**config.mk**
```make
export PLATFORM = sky130hd
export DESIGN_NAME = pvt_timer
export DESIGN_NICKNAME = d
export VERILOG_FILES = /design/src/pvt_pkg.sv /design/src/pvt_tick_gen.sv /design/src/pvt_timer.sv
export SDC_FILE = /design/constraint.sdc
export NUM_CORES = 1
export LEC_CHECK = 0
export ABC_AREA = 1
export BUFFER_PORTS_ARGS = -buffer_cell sky130_fd_sc_hd__buf_2
export CAP_MARGIN = 20
export CORE_MARGIN = 2
export CORE_UTILIZATION = 45
export CTS_CLUSTER_SIZE = 24
export DETAILED_ROUTE_END_ITERATION = 6
export HOLD_SLACK_MARGIN = 0.15
export MAX_ROUTING_LAYER = met4
export PLACE_DENSITY = 0.69
export SLEW_MARGIN = 20
export SYNTH_ARGS = -nofsm -noshare
export SYNTH_HDL_FRONTEND = slang
export SYNTH_SLANG_ARGS = --single-unit
```
**constraint.sdc**
```tcl
create_clock -name ref_clk -period 2 [get_ports ref_clk]
set_clock_uncertainty 0.05 [all_clocks]
set_input_delay 0.6 -clock ref_clk [delete_from_list [all_inputs] [get_ports ref_clk]]
set_output_delay 0.6 -clock ref_clk [all_outputs]
set_load 0.05 [all_outputs]
```
**src/pvt_pkg.sv**
```systemverilog
// Package of constants, register map and carrier types for the interval timer
package pvt_pkg;

   // Register bus geometry
   localparam int unsigned PVT_ADDR_W = 8;
   localparam int unsigned PVT_DATA_W = 32;

   // Register offsets (byte addresses)
   localparam logic [PVT_ADDR_W-1:0] PVT_OFS_MODE       = 8'h00;
   localparam logic [PVT_ADDR_W-1:0] PVT_OFS_STATUS     = 8'h04;
   localparam logic [PVT_ADDR_W-1:0] PVT_OFS_VALUE_ACK  = 8'h08;
   localparam logic [PVT_ADDR_W-1:0] PVT_OFS_VALUE_PEEK = 8'h0c;
   localparam logic [PVT_ADDR_W-1:0] PVT_OFS_EVT_STATUS = 8'h10;
   localparam logic [PVT_ADDR_W-1:0] PVT_OFS_EVT_MASK   = 8'h14;

   // Counter widths
   localparam int unsigned PVT_LIMIT_W   = 20;
   localparam int unsigned PVT_ELAPSED_W = 12;

   // Field positions
   localparam int unsigned PVT_LIMIT_LSB     = 0;
   localparam int unsigned PVT_TIMER_EN_BIT  = 24;
   localparam int unsigned PVT_IRQ_EN_BIT    = 25;
   localparam int unsigned PVT_FLAG_BIT      = 0;
   localparam int unsigned PVT_CURRENT_LSB   = 0;
   localparam int unsigned PVT_ELAPSED_LSB   = 20;

   // Event bits of the sticky event status and mask registers
   localparam int unsigned PVT_EVT_W        = 2;
   localparam int unsigned PVT_EVT_INTERVAL = 0;
   localparam int unsigned PVT_EVT_WRAP     = 1;

   // Reset values
   localparam logic [PVT_DATA_W-1:0]    PVT_MODE_RESET      = 32'h000f_ffff;
   localparam logic [PVT_LIMIT_W-1:0]   PVT_LIMIT_RESET     = 20'hf_ffff;
   localparam logic [PVT_LIMIT_W-1:0]   PVT_CURRENT_RESET   = 20'h0_0000;
   localparam logic [PVT_ELAPSED_W-1:0] PVT_ELAPSED_RESET   = 12'h000;
   localparam logic [PVT_ELAPSED_W-1:0] PVT_ELAPSED_MAX     = 12'hfff;
   localparam logic [PVT_EVT_W-1:0]     PVT_EVT_RESET       = 2'h0;
   localparam logic [PVT_DATA_W-1:0]    PVT_RDATA_RESET     = 32'h0000_0000;

   // Tick prescaler: master clock divided by sixteen
   localparam int unsigned          PVT_PRESCALE_DIV = 16;
   localparam int unsigned          PVT_PRESCALE_W   = 4;
   localparam logic [PVT_PRESCALE_W-1:0] PVT_PRESCALE_LAST =
      PVT_PRESCALE_W'(PVT_PRESCALE_DIV - 1);

   // Effective run state of the interval counter
   typedef enum logic [0:0] {
      PVT_STOPPED = 1'b0,
      PVT_RUNNING = 1'b1
   } pvt_run_t;

   // Register bus request
   typedef struct packed {
      logic [PVT_ADDR_W-1:0] addr;
      logic [PVT_DATA_W-1:0] wdata;
      logic                  wr;
      logic                  rd;
   } pvt_bus_req_t;

   // Prescaler state
   typedef struct packed {
      logic [PVT_PRESCALE_W-1:0] count;
      logic                      tick;
   } pvt_tick_state_t;

   // Timer core state
   typedef struct packed {
      logic [PVT_LIMIT_W-1:0]   cur_count;
      logic [PVT_ELAPSED_W-1:0] elapsed;
      logic                     flag;
      logic [PVT_LIMIT_W-1:0]   limit;
      logic                     en_bit;
      logic                     irq_en;
      pvt_run_t                 run;
      logic [PVT_EVT_W-1:0]     evt_status;
      logic [PVT_EVT_W-1:0]     evt_mask;
      logic [PVT_DATA_W-1:0]    rd_data;
      logic                     irq;
   } pvt_state_t;

endpackage

```
**src/pvt_tick_gen.sv**
```systemverilog
// Divide-by-sixteen tick enable for the interval counters
module pvt_tick_gen
   import pvt_pkg::*;
(
   input  wire logic ref_clk,
   input  wire logic rst_n,
   input  wire logic hold,
   output logic      tick
);

   pvt_tick_state_t s_q;
   pvt_tick_state_t s_d;

   // Divider freezes with the counters so a halted period resumes exactly
   always_comb
   begin
      s_d      = s_q;
      s_d.tick = 1'b0;
      if (!hold)
      begin
         if (s_q.count == PVT_PRESCALE_LAST)
         begin
            s_d.count = '0;
            s_d.tick  = 1'b1;
         end
         else
         begin
            s_d.count = s_q.count + PVT_PRESCALE_W'(1);
         end
      end
   end

   always_ff @(posedge ref_clk or negedge rst_n)
   begin
      if (!rst_n)
      begin
         s_q <= '0;
      end
      else
      begin
         s_q <= s_d;
      end
   end

   assign tick = s_q.tick;

endmodule

```
**src/pvt_timer.sv**
```systemverilog
// Periodic interval timer: counters, register slave and interrupt
//
// Overview of operation
// - 20 and 12-bit counters ticked at clock/16
// - Count up from zero, wrap, bump elapsed
// - Limit hit sets flag; irq when enabled
// - Period is limit plus one ticks
// - Mode writes never disturb running counters
// - Ack read returns counts, clears elapsed, flag
// - Peek read returns counts without side effects
// - Enable resets low, acts only at zero
// - Disabled counter finishes period, parks at zero
// - Debug state freezes both counters
// - Elapsed in 31:20, current in 19:0
// - Enable bit 24, irq enable 25, limit ones
//
// Design decision made here: the address-and-strobe port.
module pvt_timer
   import pvt_pkg::*;
(
   input  wire logic                  ref_clk,
   input  wire logic                  rst_n,
   input  wire pvt_bus_req_t          bus_req,
   output logic [PVT_DATA_W-1:0]      rd_data,
   input  wire logic                  core_debug_halt,
   output logic                       irq
);

   pvt_state_t               s_q;
   pvt_state_t               s_d;

   logic                     tick;
   logic                     advance;
   logic                     at_limit;
   logic                     complete;
   logic                     elapsed_wrap;
   logic                     ack_read;
   logic                     mode_write;
   logic                     evt_clear_write;
   logic                     mask_write;
   logic [PVT_EVT_W-1:0]     evt_set;
   logic [PVT_DATA_W-1:0]    count_word;
   logic [PVT_DATA_W-1:0]    mode_word;
   logic [PVT_DATA_W-1:0]    read_word;

   // Tick enable; held in debug so the fraction of a tick is kept
   pvt_tick_gen u_tick_gen
   (
      .ref_clk (ref_clk),
      .rst_n   (rst_n),
      .hold    (core_debug_halt),
      .tick    (tick)
   );

   // Bus decode
   always_comb
   begin
      ack_read        = bus_req.rd && (bus_req.addr == PVT_OFS_VALUE_ACK);
      mode_write      = bus_req.wr && (bus_req.addr == PVT_OFS_MODE);
      evt_clear_write = bus_req.wr && (bus_req.addr == PVT_OFS_EVT_STATUS);
      mask_write      = bus_req.wr && (bus_req.addr == PVT_OFS_EVT_MASK);
   end

   // Counter advance conditions
   always_comb
   begin
      advance      = tick && !core_debug_halt && (s_q.run == PVT_RUNNING);
      // Full 20-bit equality; a limit lowered below the count waits for rollover
      at_limit     = (s_q.cur_count == s_q.limit);
      complete     = advance && at_limit;
      elapsed_wrap = complete && (s_q.elapsed == PVT_ELAPSED_MAX);
   end

   // Readback words
   always_comb
   begin
      count_word = '0;
      count_word[PVT_ELAPSED_LSB +: PVT_ELAPSED_W] = s_q.elapsed;
      count_word[PVT_CURRENT_LSB +: PVT_LIMIT_W]   = s_q.cur_count;
   end

   always_comb
   begin
      mode_word = '0;
      mode_word[PVT_LIMIT_LSB +: PVT_LIMIT_W] = s_q.limit;
      mode_word[PVT_TIMER_EN_BIT]             = s_q.en_bit;
      mode_word[PVT_IRQ_EN_BIT]               = s_q.irq_en;
   end

   // Read multiplexer; unmapped offsets read as zero
   always_comb
   begin
      read_word = '0;
      unique case (bus_req.addr)
         PVT_OFS_MODE:
         begin
            read_word = mode_word;
         end
         PVT_OFS_STATUS:
         begin
            read_word[PVT_FLAG_BIT] = s_q.flag;
         end
         PVT_OFS_VALUE_ACK:
         begin
            read_word = count_word;
         end
         PVT_OFS_VALUE_PEEK:
         begin
            read_word = count_word;
         end
         PVT_OFS_EVT_STATUS:
         begin
            read_word[PVT_EVT_W-1:0] = s_q.evt_status;
         end
         PVT_OFS_EVT_MASK:
         begin
            read_word[PVT_EVT_W-1:0] = s_q.evt_mask;
         end
         default:
         begin
            read_word = '0;
         end
      endcase
   end

   // Events feeding the sticky event status
   always_comb
   begin
      evt_set                   = '0;
      evt_set[PVT_EVT_INTERVAL] = complete;
      evt_set[PVT_EVT_WRAP]     = elapsed_wrap;
   end

   // Next-state logic
   always_comb
   begin
      s_d = s_q;

      // Effective enable is sampled only while the counter sits at zero
      if (s_q.cur_count == PVT_CURRENT_RESET)
      begin
         unique case (s_q.run)
            PVT_STOPPED:
            begin
               if (s_q.en_bit)
               begin
                  s_d.run = PVT_RUNNING;
               end
            end
            PVT_RUNNING:
            begin
               // A tick here would leave the count stranded at one
               if (!s_q.en_bit && !advance)
               begin
                  s_d.run = PVT_STOPPED;
               end
            end
         endcase
      end

      // Interval counter; once running it finishes the period regardless
      if (advance)
      begin
         if (at_limit)
         begin
            s_d.cur_count = PVT_CURRENT_RESET;
         end
         else
         begin
            s_d.cur_count = s_q.cur_count + PVT_LIMIT_W'(1);
         end
      end

      // Elapsed count and flag: an ack read clears, a completion wins
      if (ack_read)
      begin
         s_d.elapsed = PVT_ELAPSED_RESET;
         s_d.flag    = 1'b0;
      end
      if (complete)
      begin
         if (ack_read)
         begin
            s_d.elapsed = PVT_ELAPSED_RESET + PVT_ELAPSED_W'(1);
         end
         else
         begin
            s_d.elapsed = s_q.elapsed + PVT_ELAPSED_W'(1);
         end
         s_d.flag = 1'b1;
      end

      // Mode write touches only configuration, never the counters
      if (mode_write)
      begin
         s_d.limit  = bus_req.wdata[PVT_LIMIT_LSB +: PVT_LIMIT_W];
         s_d.en_bit = bus_req.wdata[PVT_TIMER_EN_BIT];
         s_d.irq_en = bus_req.wdata[PVT_IRQ_EN_BIT];
      end

      // Sticky events: write one to clear, a new event wins
      if (evt_clear_write)
      begin
         s_d.evt_status = s_q.evt_status & ~bus_req.wdata[PVT_EVT_W-1:0];
      end
      s_d.evt_status = s_d.evt_status | evt_set;

      if (mask_write)
      begin
         s_d.evt_mask = bus_req.wdata[PVT_EVT_W-1:0];
      end

      // Read data stands for exactly one cycle
      if (bus_req.rd)
      begin
         s_d.rd_data = read_word;
      end
      else
      begin
         s_d.rd_data = PVT_RDATA_RESET;
      end

      // Registered interrupt from next flag and irq enable, or from next sticky events under the mask
      s_d.irq = (s_d.flag && s_d.irq_en) || (|(s_d.evt_status & s_d.evt_mask));
   end

   always_ff @(posedge ref_clk or negedge rst_n)
   begin
      if (!rst_n)
      begin
         s_q.cur_count  <= PVT_CURRENT_RESET;
         s_q.elapsed    <= PVT_ELAPSED_RESET;
         s_q.flag       <= 1'b0;
         s_q.limit      <= PVT_LIMIT_RESET;
         s_q.en_bit     <= 1'b0;
         s_q.irq_en     <= 1'b0;
         s_q.run        <= PVT_STOPPED;
         s_q.evt_status <= PVT_EVT_RESET;
         s_q.evt_mask   <= PVT_EVT_RESET;
         s_q.rd_data    <= PVT_RDATA_RESET;
         s_q.irq        <= 1'b0;
      end
      else
      begin
         s_q <= s_d;
      end
   end

   assign rd_data = s_q.rd_data;
   assign irq     = s_q.irq;

endmodule

```
==> results.yml, run 1 <==
route:
  ant_nets: 0
  dr_total_vias: 4059
  first_pass_iters: 5
  drt-initial-drc-count: 234
  via_per_inst: 5.07
  routed_wl_um: 11400
  drc: 0
  wl_per_cell_um: 14.2
grt:
  grt_pass1_vias: 4094
  antenna_found_initial: 0
  grt_pass1_wl_um: 19500
  grt_max_degree: 46
  grt-ovfl-total: 0
  grt_usage_pct: 20.2
job:
  maxCapViolCount: 0
sta:
  worst_slew_pin_slew_ps: 342
  setup_viol: 0
  min_period_over_period_pct: 93.2
  maxSlewViolCount: 0
  rsz0062_at_grt: "yes"
  relSlewSlack_pct: 77.0
  setup_tns_ps: 0
  period_needed_ps: 1860
  hold_viol: 0
  max_freq_mhz: 536
  setup_slack_ps: 135
worst_setup_path:
  crit_chain: "xnor2_1 > nand2_1 > nor2_1 > nand2_1 > nor2_4 > nand2_4 > buf_4 > nand2_1 > nand2_1 > nand3_1"
  arrival_ps: 2090
  max_stage_delay_ps: 560
  ff2ff_setup_slack_ps: 140
  slowest_stage: "dfstp_2"
  r2r-start: "mode_word[1]$_DFFE_PN1P_"
  r2r_cells: 10
  critPathKind: "register to register"
  start_kind: "register"
  cp-end-kind: "register"
  cpMostUsedCell: "nand2_1"
  crit_fanout: 8
  cp.required_ps: 2230
  rr_endpoint: "irq$_DFF_PN0_"
logic_synthesis:
  yosysTopAreaCell: "dfrtp_1"
  post-synth-top-count-cell: "nand2_1"
  syn-num-nets: 640
  yosysUniqueCellTypes: 40
  synthAdderAreaFrac_pct: 0.982
  synth.top_cell.area_share_pct: 38.3
  synth.top_cells.by_count: "nand2_1, dfrtp_1, nor2_1, inv_1, nand3_1"
  synth-seq-area-share_pct: 48.6
  syn_inst: 591
  synthFlopType: "dfrtp_1"
  synth-edff-count: 0
  yosys_register_bits: 98
  synth_top_family_by_area: "simple AND/OR/NAND/NOR gates"
  avgSynthCellArea_sq_um: 8.62
  synth_compound_area_share_pct: 8.25
  netlist_area_sq_um: 5090
  synth-xor-area-share_pct: 4.30
  yosysWarnings: 0
  ys_async_sr_fraction_pct: 100
  ys_top_cells_by_area: "dfrtp_1, dfstp_2, nand2_1"
  yosys.area_share.simple_pct: 24.1
  synth.mux.area_fraction_pct: 1.99
place:
  dp.cells: 784
  gp_congestion: 0.916
  place_ws_ps: -81.8
  io_buffer_count: 67
  dp_hpwl_um: 8570
worst_hold_path:
  holdPathEnd: "mode_word[11]$_DFFE_PN1P_"
  min-delay-path-class: "input port to register"
  holdCritStartpoint: "bus_req[13]"
  hold_depth: 2
clocking:
  cts_sinks: 98
  clock_path_buffers: 2
  clk_pin_slew_worst_paths_ps: 70
  cts_made_buffers: 9
  htreeDepth: 3
  clkLatencyLatePin_ps: 340
  cts_root_buf: "clkbuf_16"
  cts_tree: "done"
  postCtsSetupRepairBufs: 0
pwr:
  leakage_uw: 0.00310
  vdd_drop_max_mv: 0.430
  total_power_uw: 5050
  power_density_nw_per_um2: 855
cells_and_area:
  antennaDiodeCount: 0
  nets: 705
  layout.cells.non_filler: 801
  final.fill_count: 1029
  layout.area.seq_sq_um: 2480
  multi_input_comb_area_sq_um: 2020
  area_delta_synth_final_pct: 16.0
  drive_above_1_share_pct: 25.4
floorplan:
  pin_count: 78
  die_area_sq_um: 12200
  fp.dieH_um: 110
  die_w_um: 110
  rows: 38
  core_sq_um: 10900
  start_util_pct: 46.6
run_status:
  status: "finished clean"
-- worst max-delay path: cells and delay by family (launching register included) --
family	cells	cell delay (ps)
XOR/XNOR	1	160
buffers and inverters	1	200
flip-flops	1	560
AND/OR/NAND/NOR	8	820
-- metal layers --
layer  wire (um)  GRT usage (%)
met1        4940           25.2
met3         474           3.02
met2        5740           33.0
met4         215           8.08
met5           0              -
-- cell families after synthesis --
logic type               after synthesis
AO/OA/AOI/OAI                         73
XOR/XNOR                              25
adder cells (fa/ha/maj)                4
buffers and inverters                116
flip-flops                            98
multiplexers                           9
AND/OR/NAND/NOR                      266
-- sequential cells by signal, summed over array words and instances, names as in the netlist --
signal	flops
mode_word	22
s_q	6
count_word	32
irq	1
u_tick_gen.tick	1
u_tick_gen.s_q	4
rd_data	32
-- cell type report --
class                           instances  area share, %
Inverter                               69           4.43
Tap cell                              140           2.96
Timing Repair Buffer                  101           10.9
Clock buffer                           10           4.04
Sequential cell                        98           41.9
Clock inverter                          6           1.50
Multi-Input combinational cell        377           34.2
-- layout by cell type (no fill, tap or decap), types with 3 or more instances in the layout --
master,count
a21oi_1,17
buf_12,4
buf_2,66
buf_4,30
clkbuf_16,9
dfrtp_1,78
dfstp_2,20
ha_1,4
inv_1,64
inv_2,3
mux2_1,3
mux2_2,6
nand2_1,111
nand2_2,3
nand3_1,39
nand3b_1,3
nand4_1,10
nor2_1,67
nor2_2,5
nor2_4,4
nor3_1,9
nor4_1,5
o21ai_0,31
o21ai_1,6
o22ai_1,5
o32ai_1,10
xnor2_1,10
xor2_1,15
-- where the power goes --
| part | switching (uW) | leakage [uW] | internal (uW) | total (uW) |
|---|---|---|---|---|
| combinational | 536 | 0.00177 | 353 | 889 |
| sequential | 145 | 0.00117 | 2150 | 2290 |
| clock | 739 | 0.000155 | 1130 | 1870 |
| total | 1420 | 0.00310 | 3630 | 5050 |
-- metrics by stage --
| step | hold slack [ps] | area (sq um) | utilization (%) |
|---|---|---|---|
| floorplan | 254 | 5090 | - |
| global placement | 424 | 5570 | 50.9 |
| detailed placement | 448 | 5570 | 50.9 |
| CTS | 413 | 5900 | 54.0 |
| global route | 432 | 5910 | 54.0 |
| finish | 425 | 5910 | 54.0 |
-- worst max-delay path by stage --
stage | cells after the start | startpoint | slack (ps) | endpoint
final | 10 | mode_word[1]$_DFFE_PN1P_ | 140 | irq$_DFF_PN0_
after global routing | 9 | mode_word[1]$_DFFE_PN1P_ | -10 | count_word[21]$_DFFE_PN0P_
after CTS | 10 | mode_word[1]$_DFFE_PN1P_ | 60 | count_word[20]$_DFFE_PN0P_
after detailed placement | 8 | bus_req[39] | -80 | rd_data[6]$_DFF_PN0_
after global placement | 8 | bus_req[39] | 4 | rd_data[17]$_DFF_PN0_
after floorplan | 9 | bus_req[39] | 220 | count_word[23]$_DFFE_PN0P_
-- what timing repair did --
item                                    in CTS  in global routing
resized for setup                            0                  1
endpoints found under the setup margin       0                  4
endpoints found under the hold margin       14                  0
hold buffers                                 1                  0
Note: power is estimated with default switching activity, not from simulation.
==> run 2, diff against run 1 <==
Settings changed: ABC_AREA 1 to unset, CORE_UTILIZATION 45 to 57, PLACE_DENSITY 0.69 to 0.83.
==> results.yml, run 2 <==
logic_synthesis:
  post-synth-top-count-cell: "dfrtp_1"
  synthFlopType: "dfrtp_1"
  synth.top_cell.area_share_pct: 39.5
  syn_inst: 448
  synth-seq-area-share_pct: 50.1
  yosys_register_bits: 98
  ys_top_cells_by_area: "dfrtp_1, dfstp_2, buf_4"
  netlist_area_sq_um: 4940
  synth.top_cells.by_count: "dfrtp_1, buf_4, nor2_1, nand2_1, xnor2_1"
  syn-num-nets: 497
  ys_async_sr_fraction_pct: 100
  yosysTopAreaCell: "dfrtp_1"
  avgSynthCellArea_sq_um: 11.0
  yosysWarnings: 0
  synth-edff-count: 0
  yosysUniqueCellTypes: 56
cells_and_area:
  layout.cells.non_filler: 654
  final_common_cell: "dfrtp_1"
  final_cell_mix: "dfrtp_1, buf_4, buf_2"
  drive_above_1_share_pct: 38.4
  area_delta_synth_final_pct: 20.7
  antennaDiodeCount: 0
  nets: 593
worst_setup_path:
  start_kind: "register"
  critPathKind: "register to register"
  rr_endpoint: "irq$_DFF_PN0_"
  endpoint: "irq$_DFF_PN0_"
  cp-end-kind: "register"
  crit_fanout: 14
  arrival_ps: 2420
  cp.required_ps: 2250
  r2r-start: "mode_word[18]$_DFFE_PN1P_"
  r2r_cells: 6
  crit_path_start: "mode_word[18]$_DFFE_PN1P_"
  ff2ff_setup_slack_ps: -160
clocking:
  cts_made_buffers: 9
  clock_path_buffers: 2
  htreeDepth: 3
  clk_pin_slew_worst_paths_ps: 90
  hold_buffers: 0
  cts_sinks: 98
  clkLatencyLatePin_ps: 370
  cts_root_buf: "clkbuf_8"
  cts_tree: "done"
grt:
  grt_max_degree: 99
  grt-ovfl-total: 0
  grt_usage_pct: 25.7
  antenna_found_initial: 0
  grt_pass1_vias: 3805
  grt_pass1_wl_um: 18900
sta:
  relSlewSlack_pct: 66.1
  hold_viol: 0
  worst_slew_pin_slew_ps: 508
  max_freq_mhz: 463
  setup_viol: 28
  min_period_over_period_pct: 108
  rsz0062_at_grt: "yes"
  setup_slack_ps: -161
  period_needed_ps: 2160
  maxSlewViolCount: 0
floorplan:
  die_area_sq_um: 9430
  die_w_um: 97.1
  core_sq_um: 8300
  start_util_pct: 59.6
  fp.dieH_um: 97.1
  pin_count: 78
  rows: 33
place:
  place_ws_ps: -317
  io_buffer_count: 67
  gp_congestion: 0.904
  dp.cells: 626
  dp_hpwl_um: 7780
route:
  drc: 0
  drt-initial-drc-count: 219
  via_per_inst: 5.76
  wl_per_cell_um: 17.6
  first_pass_iters: 5
  routed_wl_um: 11500
  ant_nets: 0
  dr_total_vias: 3765
pwr:
  leakage_uw: 0.00300
  vdd_drop_max_mv: 0.475
  power_density_nw_per_um2: 642
  total_power_uw: 3830
job:
  maxCapViolCount: 0
worst_hold_path:
  min-delay-path-class: "input port to asynchronous set/reset pin"
run_status:
  status: "complete, but fails checks"
  violations: "setup timing"
run 2: cell types whose count changed in the layout (fill, tap and decap cells not counted), moves of 27 or more:
cell,change
nand3_1,-28
nand2_1,-86
buf_4,+43
o21ai_0,-27
inv_1,-53
nor2_1,-41
run 2: how the worst min path moves through the flow:
stage / endpoint / slack [ps] / depth (start not counted)
after floorplan: count_word[0]$_DFFE_PN0P_ / 250 / 0
after global placement: u_tick_gen.s_q[3]$_DFFE_PN0N_ / 430 / 1
after detailed placement: u_tick_gen.s_q[4]$_DFFE_PN0N_ / 460 / 1
after CTS: rd_data[16]$_DFF_PN0_ / 250 / 2
after global routing: count_word[12]$_DFFE_PN0P_ / 270 / 2
final: count_word[16]$_DFFE_PN0P_ / 220 / 2
run 2: kinds of logic after synthesis:
group | after synthesis | share of synthesized area, %
flip-flops | 98 | 50.1
XOR/XNOR | 37 | 6.71
multiplexers | 27 | 6.28
buffers and inverters | 70 | 8.50
AND/OR/NAND/NOR | 151 | 18.2
AO/OA/AOI/OAI | 61 | 9.16
adder cells (fa/ha/maj) | 4 | 1.01
run 2: cell type report:
cell class                 count  area, sq um
clock buffer                  12          145
clock inverter                 4         76.3
fill                         571         2330
inverter                      11         41.3
multi-input combinational    280         2140
sequential                    98         2480
tap                          105          131
timing repair buffer         144          952
run 2: power breakdown:
group          internal [uW]  switching [uW]
logic                    145             148
clock network            743             683
registers               2060            58.6
total                   2940             889
run 2: worst max-delay path, cell delays in order, from the launching register on:
cell	delay (ps)
dfstp_2	570
xor2_1	80
nor4_2	370
nand3_2	150
buf_12	170
o31ai_1	440
a221o_1	260
run 2: routing by layer:
| metal | vias up | part of all wire [%] | global-route usage, % |
|---|---|---|---|
| met4 | 0 | 1.5 | 7.80 |
| li1 | 1739 | - | - |
| met1 | 1868 | 43 | 34.3 |
| met3 | 15 | 5.8 | 4.82 |
| met2 | 143 | 50 | 40.6 |
| met5 | - | 0 | - |
run 2: per-stage QoR:
stage	util [%]	hold slack [ps]	TNS [ps]	area, sq um
after floorplan	-	254	-243	4990
after global placement	67.4	434	-2470	5590
after detailed placement	67.4	457	-4830	5590
after CTS	71.1	249	-381	5900
after global routing	71.9	267	-4550	5970
final	71.9	222	-1610	5970
run 2: what timing repair did:
action | 4_1_cts | 5_1_grt
setup buffers | 9 | 3
endpoints found under the setup margin | 32 | 34
pin swaps | 6 | 3
resized for setup | 5 | 11
gates cloned | 0 | 0
